--- src/tspoc_pkg.sv ---
package tspoc_pkg;
    // ************************************************************
    // register map (apb byte addresses, printed offsets are words)
    // ************************************************************
    localparam int ADDR_W = 16;
    localparam logic [15:0] TMR0_CTL1_OFS = 16'hFF7F;
    localparam logic [15:0] TMR1_CTL1_OFS = 16'hFF95;
    localparam logic [15:0] TMR0_RUN_IDX = 16'h0000;
    localparam logic [15:0] TMR1_RUN_IDX = 16'h0001;
    localparam logic [15:0] TMR0_CR1_IDX = 16'h0002;
    localparam logic [15:0] TMR0_CR3_IDX = 16'h0003;
    localparam logic [15:0] TMR1_CR1_IDX = 16'h0004;
    localparam logic [15:0] TMR1_CR3_IDX = 16'h0005;
    localparam logic [15:0] TMR0_PER_IDX = 16'h0006;
    localparam logic [15:0] TMR1_PER_IDX = 16'h0007;
    localparam logic [15:0] CAP_IDX = 16'h0008;
    localparam logic [15:0] IRQ_STAT_IDX = 16'h0009;
    localparam logic [15:0] IRQ_MASK_IDX = 16'h000A;
    localparam logic [15:0] CNT_IDX = 16'h000B;
    localparam logic [15:0] AUX_MODE_IDX = 16'h000C;
    localparam int NUM_WORDS = 13;
    // ************************************************************
    // control register one fields
    // ************************************************************
    localparam int EDGE_START_BIT = 7;
    localparam int GATE_EN_BIT = 5;
    localparam int GATE_POL_BIT = 4;
    localparam int DUAL_OUT_BIT = 3;
    localparam int MODE_HI_BIT = 1;
    localparam int MODE_LO_BIT = 0;
    localparam int AUX_OUT_EN_BIT = 0;
    localparam logic [7:0] CTL0_WMASK = 8'hB8;
    localparam logic [7:0] CTL1_WMASK = 8'h2B;
    localparam logic [7:0] CTL_RESET = 8'h00;
    localparam logic [15:0] CMP_RESET = 16'hFFFF;
    localparam logic [15:0] PER_RESET = 16'hFFFF;
    // ************************************************************
    // modes and interrupt bits
    // ************************************************************
    typedef enum logic [1:0] {
        MODE_INDEP = 2'h0,
        MODE_SYNC_START = 2'h1,
        MODE_SYNC_CLEAR = 2'h2,
        MODE_BAD = 2'h3
    } tspoc_mode_type;
    localparam int IRQ_T0_MATCH = 0;
    localparam int IRQ_T1_MATCH = 1;
    localparam int IRQ_T0_CAP = 2;
    localparam int IRQ_T1_CAP = 3;
    localparam int IRQ_W = 4;
endpackage

--- src/tspoc_pwm_gate.sv ---
`timescale 1ns/1ps
module tspoc_pwm_gate (
    input wire logic i_pwm,
    input wire logic i_default_level,
    input wire logic i_gate_en,
    input wire logic i_gate_pol,
    input wire logic i_gate_in,
    output logic o_pin
);
    always_comb begin
        if (!i_gate_en) begin
            o_pin = i_pwm;
        end else if (!i_gate_pol) begin
            o_pin = i_gate_in ? i_pwm : i_default_level;
        end else begin
            o_pin = i_gate_in ? ~i_default_level : i_pwm;
        end
    end
endmodule

--- src/tspoc_timer16.sv ---
`timescale 1ns/1ps
module tspoc_timer16 (
    input wire logic i_core_clk,
    input wire logic i_rst_b,
    input wire logic i_run,
    input wire logic i_start,
    input wire logic i_ext_clear,
    input wire logic [15:0] i_period,
    input wire logic [15:0] i_cmp_a,
    input wire logic [15:0] i_cmp_b,
    input wire logic i_dual,
    output logic [15:0] o_count,
    output logic o_counting,
    output logic o_clear,
    output logic o_match,
    output logic o_pwm_a,
    output logic o_pwm_b
);
    logic counting_reg;
    logic [15:0] count_reg;
    logic wrap;
    assign wrap = counting_reg && (count_reg == i_period);
    assign o_count = count_reg;
    assign o_counting = counting_reg;
    assign o_clear = wrap;
    assign o_match = counting_reg && (count_reg == (i_dual ? i_cmp_b : i_cmp_a));
    assign o_pwm_a = counting_reg && (count_reg < i_cmp_a);
    assign o_pwm_b = counting_reg && i_dual && (count_reg < i_cmp_b);
    always_ff @(posedge i_core_clk or negedge i_rst_b) begin
        if (!i_rst_b) begin
            counting_reg <= 1'b0;
        end else if (!i_run) begin
            counting_reg <= 1'b0;
        end else if (i_start) begin
            counting_reg <= 1'b1;
        end
    end
    always_ff @(posedge i_core_clk or negedge i_rst_b) begin
        if (!i_rst_b) begin
            count_reg <= 16'h0000;
        end else if (!i_run || wrap || i_ext_clear) begin
            count_reg <= 16'h0000;
        end else if (counting_reg) begin
            count_reg <= count_reg + 16'h0001;
        end
    end
endmodule

--- src/tspoc_top.sv ---
// Register access over APB was left to the implementer.
`timescale 1ns/1ps
module tspoc_top (
    input wire logic i_core_clk,
    input wire logic i_rst_b,
    input wire logic psel,
    input wire logic penable,
    input wire logic pwrite,
    input wire logic [15:0] paddr,
    input wire logic [31:0] pwdata,
    output logic [31:0] prdata,
    output logic pready,
    output logic pslverr,
    input wire logic i_ext_int0,
    input wire logic i_cmp1_event,
    input wire logic i_cmp2_event,
    input wire logic i_gating_timer_output,
    output logic o_timer0_output_a,
    output logic o_timer0_output_b,
    output logic o_timer1_output_a,
    output logic o_timer1_output_b,
    output logic o_timer0_match_interrupt,
    output logic o_timer1_match_interrupt,
    output logic o_irq
);
    // ************************************************************
    // registers
    // ************************************************************
    logic [7:0] ctl0_reg;
    logic [7:0] ctl1_reg;
    logic run0_reg;
    logic run1_reg;
    logic aux_mode_reg;
    logic [15:0] cr1_0_reg;
    logic [15:0] cr3_0_reg;
    logic [15:0] cr1_1_reg;
    logic [15:0] cr3_1_reg;
    logic [15:0] per0_reg;
    logic [15:0] per1_reg;
    logic [15:0] cap0_reg;
    logic [15:0] cap1_reg;
    logic [tspoc_pkg::IRQ_W-1:0] stat_reg;
    logic [tspoc_pkg::IRQ_W-1:0] mask_reg;
    logic ext_prev_reg;
    logic armed0_reg;
    logic [31:0] rdata_next;
    logic addr_ok;
    logic wr_en;
    logic rd_en;
    logic [tspoc_pkg::IRQ_W-1:0] irq_events;

    // ************************************************************
    // address decode
    // ************************************************************
    function automatic logic [15:0] word_addr(input logic [15:0] idx);
        word_addr = {idx[13:0], 2'b00};
    endfunction
    function automatic logic hit(input logic [15:0] a, input logic [15:0] idx);
        hit = (a == word_addr(idx));
    endfunction

    assign wr_en = psel && penable && pwrite && pready;
    assign rd_en = psel && penable && !pwrite && pready;

    // ************************************************************
    // mode and start logic
    // ************************************************************
    tspoc_pkg::tspoc_mode_type mode;
    logic sync_mode;
    logic ext_rise;
    logic start0;
    logic start1;
    logic run1_eff;
    logic t0_counting;
    logic t1_counting;
    logic t0_clear;
    logic t0_match;
    logic t1_match;
    logic [15:0] t0_count;
    logic [15:0] t1_count;
    logic t0_pwm_a;
    logic t0_pwm_b;
    logic t1_pwm_a;
    logic t1_pwm_b;
    logic g0a;
    logic g0b;
    logic g1a;
    logic g1b;
    logic gate_in;

    assign mode = tspoc_pkg::tspoc_mode_type'({ctl1_reg[tspoc_pkg::MODE_HI_BIT],
                                               ctl1_reg[tspoc_pkg::MODE_LO_BIT]});
    assign sync_mode = (mode == tspoc_pkg::MODE_SYNC_START) || (mode == tspoc_pkg::MODE_SYNC_CLEAR);
    assign ext_rise = i_ext_int0 && !ext_prev_reg;
    assign start0 = run0_reg && (!ctl0_reg[tspoc_pkg::EDGE_START_BIT] || armed0_reg && ext_rise);
    assign run1_eff = sync_mode ? run0_reg : run1_reg;
    assign start1 = sync_mode ? start0 : run1_reg;
    assign gate_in = i_gating_timer_output && aux_mode_reg;

    always_ff @(posedge i_core_clk or negedge i_rst_b) begin
        if (!i_rst_b) begin
            ext_prev_reg <= 1'b0;
        end else begin
            ext_prev_reg <= i_ext_int0;
        end
    end

    always_ff @(posedge i_core_clk or negedge i_rst_b) begin
        if (!i_rst_b) begin
            armed0_reg <= 1'b0;
        end else begin
            armed0_reg <= run0_reg && !t0_counting;
        end
    end

    tspoc_timer16 u_tmr0 (
        .i_core_clk(i_core_clk),
        .i_rst_b(i_rst_b),
        .i_run(run0_reg),
        .i_start(start0),
        .i_ext_clear(1'b0),
        .i_period(per0_reg),
        .i_cmp_a(cr1_0_reg),
        .i_cmp_b(cr3_0_reg),
        .i_dual(ctl0_reg[tspoc_pkg::DUAL_OUT_BIT]),
        .o_count(t0_count),
        .o_counting(t0_counting),
        .o_clear(t0_clear),
        .o_match(t0_match),
        .o_pwm_a(t0_pwm_a),
        .o_pwm_b(t0_pwm_b)
    );

    tspoc_timer16 u_tmr1 (
        .i_core_clk(i_core_clk),
        .i_rst_b(i_rst_b),
        .i_run(run1_eff),
        .i_start(start1),
        .i_ext_clear(mode == tspoc_pkg::MODE_SYNC_CLEAR && t0_clear),
        .i_period(per1_reg),
        .i_cmp_a(cr1_1_reg),
        .i_cmp_b(cr3_1_reg),
        .i_dual(ctl1_reg[tspoc_pkg::DUAL_OUT_BIT]),
        .o_count(t1_count),
        .o_counting(t1_counting),
        .o_clear(),
        .o_match(t1_match),
        .o_pwm_a(t1_pwm_a),
        .o_pwm_b(t1_pwm_b)
    );

    // ************************************************************
    // output gating
    // ************************************************************
    tspoc_pwm_gate u_g0a (
        .i_pwm(t0_pwm_a), .i_default_level(1'b0),
        .i_gate_en(ctl0_reg[tspoc_pkg::GATE_EN_BIT]), .i_gate_pol(ctl0_reg[tspoc_pkg::GATE_POL_BIT]),
        .i_gate_in(gate_in), .o_pin(g0a)
    );
    tspoc_pwm_gate u_g0b (
        .i_pwm(t0_pwm_b), .i_default_level(1'b0),
        .i_gate_en(ctl0_reg[tspoc_pkg::GATE_EN_BIT]), .i_gate_pol(ctl0_reg[tspoc_pkg::GATE_POL_BIT]),
        .i_gate_in(gate_in), .o_pin(g0b)
    );
    tspoc_pwm_gate u_g1a (
        .i_pwm(t1_pwm_a), .i_default_level(1'b0),
        .i_gate_en(ctl1_reg[tspoc_pkg::GATE_EN_BIT]), .i_gate_pol(ctl0_reg[tspoc_pkg::GATE_POL_BIT]),
        .i_gate_in(gate_in), .o_pin(g1a)
    );
    tspoc_pwm_gate u_g1b (
        .i_pwm(t1_pwm_b), .i_default_level(1'b0),
        .i_gate_en(ctl1_reg[tspoc_pkg::GATE_EN_BIT]), .i_gate_pol(ctl0_reg[tspoc_pkg::GATE_POL_BIT]),
        .i_gate_in(gate_in), .o_pin(g1b)
    );

    // second pin idle in single mode
    always_ff @(posedge i_core_clk or negedge i_rst_b) begin
        if (!i_rst_b) begin
            o_timer0_output_a <= 1'b0;
            o_timer0_output_b <= 1'b0;
            o_timer1_output_a <= 1'b0;
            o_timer1_output_b <= 1'b0;
            o_timer0_match_interrupt <= 1'b0;
            o_timer1_match_interrupt <= 1'b0;
        end else begin
            o_timer0_output_a <= g0a;
            o_timer0_output_b <= ctl0_reg[tspoc_pkg::DUAL_OUT_BIT] && g0b;
            o_timer1_output_a <= g1a;
            o_timer1_output_b <= ctl1_reg[tspoc_pkg::DUAL_OUT_BIT] && g1b;
            o_timer0_match_interrupt <= t0_match;
            o_timer1_match_interrupt <= t1_match;
        end
    end

    // ************************************************************
    // capture
    // ************************************************************
    // capture sources per timer
    always_ff @(posedge i_core_clk or negedge i_rst_b) begin
        if (!i_rst_b) begin
            cap0_reg <= 16'h0000;
            cap1_reg <= 16'h0000;
        end else begin
            if (i_cmp2_event || ext_rise) begin
                cap0_reg <= t0_count;
            end
            if (i_cmp1_event) begin
                cap1_reg <= t1_count;
            end
        end
    end

    // ************************************************************
    // register writes
    // ************************************************************
    // reset clears control one
    always_ff @(posedge i_core_clk or negedge i_rst_b) begin
        if (!i_rst_b) begin
            ctl0_reg <= tspoc_pkg::CTL_RESET;
            ctl1_reg <= tspoc_pkg::CTL_RESET;
            run0_reg <= 1'b0;
            run1_reg <= 1'b0;
            aux_mode_reg <= 1'b0;
            mask_reg <= '0;
        end else if (wr_en) begin
            if (hit(paddr, tspoc_pkg::TMR0_CTL1_OFS)) ctl0_reg <= pwdata[7:0] & tspoc_pkg::CTL0_WMASK;
            if (hit(paddr, tspoc_pkg::TMR1_CTL1_OFS)) ctl1_reg <= pwdata[7:0] & tspoc_pkg::CTL1_WMASK;
            if (hit(paddr, tspoc_pkg::TMR0_RUN_IDX)) run0_reg <= pwdata[0];
            if (hit(paddr, tspoc_pkg::TMR1_RUN_IDX)) run1_reg <= pwdata[0];
            if (hit(paddr, tspoc_pkg::AUX_MODE_IDX)) aux_mode_reg <= pwdata[tspoc_pkg::AUX_OUT_EN_BIT];
            if (hit(paddr, tspoc_pkg::IRQ_MASK_IDX)) mask_reg <= pwdata[tspoc_pkg::IRQ_W-1:0];
        end
    end

    always_ff @(posedge i_core_clk or negedge i_rst_b) begin
        if (!i_rst_b) begin
            cr1_0_reg <= tspoc_pkg::CMP_RESET;
            cr3_0_reg <= tspoc_pkg::CMP_RESET;
            cr1_1_reg <= tspoc_pkg::CMP_RESET;
            cr3_1_reg <= tspoc_pkg::CMP_RESET;
            per0_reg <= tspoc_pkg::PER_RESET;
            per1_reg <= tspoc_pkg::PER_RESET;
        end else if (wr_en) begin
            if (hit(paddr, tspoc_pkg::TMR0_CR1_IDX)) cr1_0_reg <= pwdata[15:0];
            if (hit(paddr, tspoc_pkg::TMR0_CR3_IDX)) cr3_0_reg <= pwdata[15:0];
            if (hit(paddr, tspoc_pkg::TMR1_CR1_IDX)) cr1_1_reg <= pwdata[15:0];
            if (hit(paddr, tspoc_pkg::TMR1_CR3_IDX)) cr3_1_reg <= pwdata[15:0];
            if (hit(paddr, tspoc_pkg::TMR0_PER_IDX)) per0_reg <= pwdata[15:0];
            if (hit(paddr, tspoc_pkg::TMR1_PER_IDX)) per1_reg <= pwdata[15:0];
        end
    end

    // ************************************************************
    // interrupts: sticky, read clears, set wins
    // ************************************************************
    assign irq_events = {i_cmp1_event, i_cmp2_event || ext_rise, t1_match, t0_match};

    always_ff @(posedge i_core_clk or negedge i_rst_b) begin
        if (!i_rst_b) begin
            stat_reg <= '0;
        end else if (rd_en && hit(paddr, tspoc_pkg::IRQ_STAT_IDX)) begin
            stat_reg <= (stat_reg & ~prdata[tspoc_pkg::IRQ_W-1:0]) | irq_events;
        end else begin
            stat_reg <= stat_reg | irq_events;
        end
    end

    always_ff @(posedge i_core_clk or negedge i_rst_b) begin
        if (!i_rst_b) begin
            o_irq <= 1'b0;
        end else begin
            o_irq <= |(stat_reg & mask_reg);
        end
    end

    // ************************************************************
    // apb read and answer
    // ************************************************************
    always_comb begin
        rdata_next = 32'h0000_0000;
        addr_ok = 1'b1;
        if (hit(paddr, tspoc_pkg::TMR0_CTL1_OFS)) rdata_next[7:0] = ctl0_reg;
        else if (hit(paddr, tspoc_pkg::TMR1_CTL1_OFS)) rdata_next[7:0] = ctl1_reg;
        else if (hit(paddr, tspoc_pkg::TMR0_RUN_IDX)) rdata_next = {30'h0, t0_counting, run0_reg};
        else if (hit(paddr, tspoc_pkg::TMR1_RUN_IDX)) rdata_next = {30'h0, t1_counting, run1_reg};
        else if (hit(paddr, tspoc_pkg::TMR0_CR1_IDX)) rdata_next[15:0] = cr1_0_reg;
        else if (hit(paddr, tspoc_pkg::TMR0_CR3_IDX)) rdata_next[15:0] = cr3_0_reg;
        else if (hit(paddr, tspoc_pkg::TMR1_CR1_IDX)) rdata_next[15:0] = cr1_1_reg;
        else if (hit(paddr, tspoc_pkg::TMR1_CR3_IDX)) rdata_next[15:0] = cr3_1_reg;
        else if (hit(paddr, tspoc_pkg::TMR0_PER_IDX)) rdata_next[15:0] = per0_reg;
        else if (hit(paddr, tspoc_pkg::TMR1_PER_IDX)) rdata_next[15:0] = per1_reg;
        else if (hit(paddr, tspoc_pkg::CAP_IDX)) rdata_next = {cap1_reg, cap0_reg};
        else if (hit(paddr, tspoc_pkg::IRQ_STAT_IDX)) rdata_next[tspoc_pkg::IRQ_W-1:0] = stat_reg;
        else if (hit(paddr, tspoc_pkg::IRQ_MASK_IDX)) rdata_next[tspoc_pkg::IRQ_W-1:0] = mask_reg;
        else if (hit(paddr, tspoc_pkg::CNT_IDX)) rdata_next = {t1_count, t0_count};
        else if (hit(paddr, tspoc_pkg::AUX_MODE_IDX)) rdata_next[tspoc_pkg::AUX_OUT_EN_BIT] = aux_mode_reg;
        else addr_ok = 1'b0;
    end

    // one wait state: pready rises in the second access cycle
    always_ff @(posedge i_core_clk or negedge i_rst_b) begin
        if (!i_rst_b) begin
            pready <= 1'b0;
            pslverr <= 1'b0;
            prdata <= 32'h0000_0000;
        end else if (psel && penable && !pready) begin
            pready <= 1'b1;
            pslverr <= !addr_ok;
            prdata <= pwrite ? 32'h0000_0000 : rdata_next;
        end else begin
            pready <= 1'b0;
            pslverr <= 1'b0;
        end
    end
endmodule

--- config.mk ---
export PLATFORM = sky130hd
export DESIGN_NAME = tspoc_top
export DESIGN_NICKNAME = d
export VERILOG_FILES = /design/src/tspoc_pkg.sv /design/src/tspoc_pwm_gate.sv /design/src/tspoc_timer16.sv /design/src/tspoc_top.sv
export SDC_FILE = /design/constraint.sdc
export NUM_CORES = 1
export LEC_CHECK = 0
export BUFFER_PORTS_ARGS = -buffer_cell sky130_fd_sc_hd__buf_2
export CORE_MARGIN = 1.5
export CORE_UTILIZATION = 65
export CTS_CLUSTER_SIZE = 30
export DETAILED_ROUTE_END_ITERATION = 6
export GPL_TIMING_DRIVEN = 1
export PLACE_DENSITY = 0.81
export RECOVER_POWER = 50
export SYNTH_ARGS = -nofsm -noshare
export SYNTH_HDL_FRONTEND = slang
export SYNTH_HIERARCHICAL = 1
export SYNTH_SLANG_ARGS = --single-unit
--- constraint.sdc ---
create_clock -name i_core_clk -period 6.15 [get_ports i_core_clk]
set_clock_uncertainty 0.1 [all_clocks]
set_input_delay 0.9225 -clock i_core_clk [delete_from_list [all_inputs] [get_ports i_core_clk]]
set_output_delay 0.9225 -clock i_core_clk [all_outputs]
set_load 0.005 [all_outputs]
==> results.txt <==
----------------------------------------------------
[Status]
  Status ... complete, but fails checks
  Violated checks ... max-capacitance violations, max-slew violations

[Clock network]
  TritonCTS clock tree ... done
  Resize count post-CTS ... 0
  Insertion delay to the later sink of the worst-skew pair ... 0.54 ns
  H-tree levels ... 1
  Sink Count ... 224
  Total of hold buffers inserted after clock tree synthesis ... 0
  Number of buffers on the longest clock path ... 3
  Post-CTS setup buffers ... 0
  Root cell of the clock tree ... sky130_fd_sc_hd__clkbuf_16
  Number of buffers created by CTS ... 25
  Reg clk slew, reported paths ... 0.06 ns

[Power and ir drop]
  Power per unit of standard cell area ... 206 nW/µm²
  Leakage dissipation ... 6.44 nW
  Maximum ir drop on the vdd rail ... 0.282 mV
  Total power ... 3.07 mW

[Critical path]
  CP endpoint kind ... register
  R2R Path Start ... pready
  Worst-path maximum fanout ... 37
  CP Class ... input pin to register
  Required time reported for the critical path endpoint ... 6.49 ns
  Endpoint arrival time on the critical path ... 4.30 ns
  Startpoint class of the critical path ... input pin
  First element of the critical path ... psel

[Timing]
  Final Slew Violations ... 159
  Worst-margin pin slew ... 2.95 ns
  Post-Route Hold Slack ... 0.292 ns
  Worst slew margin relative to its limit ... -96.4%
  Portion of the clock cycle consumed by the worst path in the final layout ... 64.5%
  Minimum clock period after layout ... 3.97 ns
  Max Clk Rate ... 252 MHz
  Worst setup slack after layout ... 2.18 ns
  Setup violation total in the final timing report ... 0
  RSZ-0062 raised after global routing ... false
  Sum Neg Setup Slack ... 0 ns
  Number of endpoints with negative hold slack in the final report ... 0

[Finish]
  Area delta synth->final ... 9.11%
  Fraction of layout cells with a size suffix above 1 ... 25.3%
  Flip-flop count of the largest register, all copies and words added ... 32
  Diode insertion count for antenna repair ... 0
  Nets ... 1479
  Register containing the most flip-flops in the final layout ... prdata

[Route]
  Post-DR vias/cell ... 6.71
  Violation count after the first detailed-route iteration ... 1165
  Final routed wire length divided by cell count ... 24.9 µm
  Antenna Nets Post-Route ... 0
  Total iterations of the first detailed-routing run ... 6
  Residual DRC count ... 0
  Total via count after detailed routing ... 11056
  Post-detailed-routing wire length ... 41000 µm

[Global route]
  GRT Total Usage ... 38.0%
  Pin count of the biggest net entering global routing ... 121
  Global-route wire length before repair ... 63400 µm
  Vias in the first global route ... 10862
  Overflow left after global routing ... 0
  Initial antenna violation count ... 1

[Placed design]
  Count of buffers from port buffering ... 81
  Detailed-placement wirelength estimate ... 29000 µm
  Pre-CTS worst setup slack ... 1.80 ns
  Placer congestion estimate ... 1.00

[Logic synthesis]
  Yosys Warn Count ... 6
  Summed instance area of the synthesized netlist ... 13600 µm²
  Avg Inst Size Synth ... 10.5 µm²
  Number of instances in the synthesized netlist ... 1304

[Job]
  # Max-Cap Violations ... 2

[Min path]
  Class of the most critical hold timing path ... input pin to asynchronous set/reset pin

[Die]
  Total number of placement rows ... 52
  Die Outline Area ... 21900 µm²
  Height of the die ... 148 µm
  Floorplan core area ... 20400 µm²
  Die Wd ... 148 µm
  I/O pin count ... 98
  Initial standard-cell utilization of the core ... 66.8%

----------------------------------------------------
==> layer usage <==
layer / global-route usage (%) / vias to the layer above / wire (µm)
met2: 58.1 / 636 / 18000
met4: 17.8 / 2 / 2090
met1: 52.7 / 5438 / 16700
met5: 0 / - / 13
met3: 7.13 / 136 / 4140
li1: - / 4844 / -
==> critical path, cell delays in order <==
cell	delay, ns
sky130_fd_sc_hd__buf_2	0.10
sky130_fd_sc_hd__nand3b_1	0.08
sky130_fd_sc_hd__clkbuf_1	0.86
sky130_fd_sc_hd__nand2b_1	0.58
sky130_fd_sc_hd__nor3_1	1.05
sky130_fd_sc_hd__o21ai_0	0.44
sky130_fd_sc_hd__o21ai_1	0.25
==> cell type report <==
type | count | area (µm²)
clock buffers | 38 | 726
clock inverters | 8 | 68.8
fillers | 1482 | 5550
inverters | 71 | 267
multi-input cells | 947 | 7290
flip-flops and latches | 224 | 5730
well taps | 270 | 338
repair buffers | 90 | 472
==> worst paths after layout <==
check                                     to  slack [ns]  cells after the start
worst min register to register    prdata[18]        0.38                      2
worst min-delay path             stat_reg[2]        0.29                      1
max in group asynchronous       cap0_reg[12]        2.32                      2
worst max-delay path               prdata[4]        2.18                      7
min in group i_core_clk           prdata[18]        0.38                      2
worst max register to register     prdata[4]        2.19                      6
==> metrics by stage <==
stage	utilization [%]	instance area, µm²	instances
floorplan	-	13700	1312
global placement	69.1	14100	1602
detailed placement	69.1	14100	1602
CTS	73.0	14900	1648
global route	72.9	14900	1648
finish	72.9	14900	1648
==> power breakdown <==
group	switching [mW]	total [mW]	internal, mW
Sequential	0.000522	1.48	1.48
Combinational	0.105	0.134	0.0285
Clock	0.602	1.46	0.855
Total	0.708	3.07	2.36
==> placed cells by master (no fill, tap or decap), types with 8 or more instances in the layout <==
master / n
sky130_fd_sc_hd__mux2_1: 51
sky130_fd_sc_hd__clkbuf_16: 26
sky130_fd_sc_hd__mux2i_1: 42
sky130_fd_sc_hd__o22ai_1: 9
sky130_fd_sc_hd__nor2b_1: 13
sky130_fd_sc_hd__xnor2_1: 38
sky130_fd_sc_hd__nor2_1: 76
sky130_fd_sc_hd__ha_1: 63
sky130_fd_sc_hd__a21oi_1: 54
sky130_fd_sc_hd__xor2_1: 57
sky130_fd_sc_hd__o21ai_0: 45
sky130_fd_sc_hd__a32oi_1: 10
sky130_fd_sc_hd__a22o_1: 8
sky130_fd_sc_hd__inv_1: 71
sky130_fd_sc_hd__clkbuf_1: 12
sky130_fd_sc_hd__and3_1: 13
sky130_fd_sc_hd__buf_2: 79
sky130_fd_sc_hd__nand2_1: 71
sky130_fd_sc_hd__mux2_2: 93
sky130_fd_sc_hd__conb_1: 9
sky130_fd_sc_hd__a21o_1: 12
sky130_fd_sc_hd__a22oi_1: 31
sky130_fd_sc_hd__nor3_1: 16
sky130_fd_sc_hd__nor4_1: 12
sky130_fd_sc_hd__nand3_1: 34
sky130_fd_sc_hd__a211oi_1: 12
sky130_fd_sc_hd__dfrtp_1: 128
sky130_fd_sc_hd__o21ai_1: 25
sky130_fd_sc_hd__nand4_1: 30
sky130_fd_sc_hd__dfstp_2: 96
sky130_fd_sc_hd__and4_1: 9
Note: power is estimated with default switching activity, not from simulation.
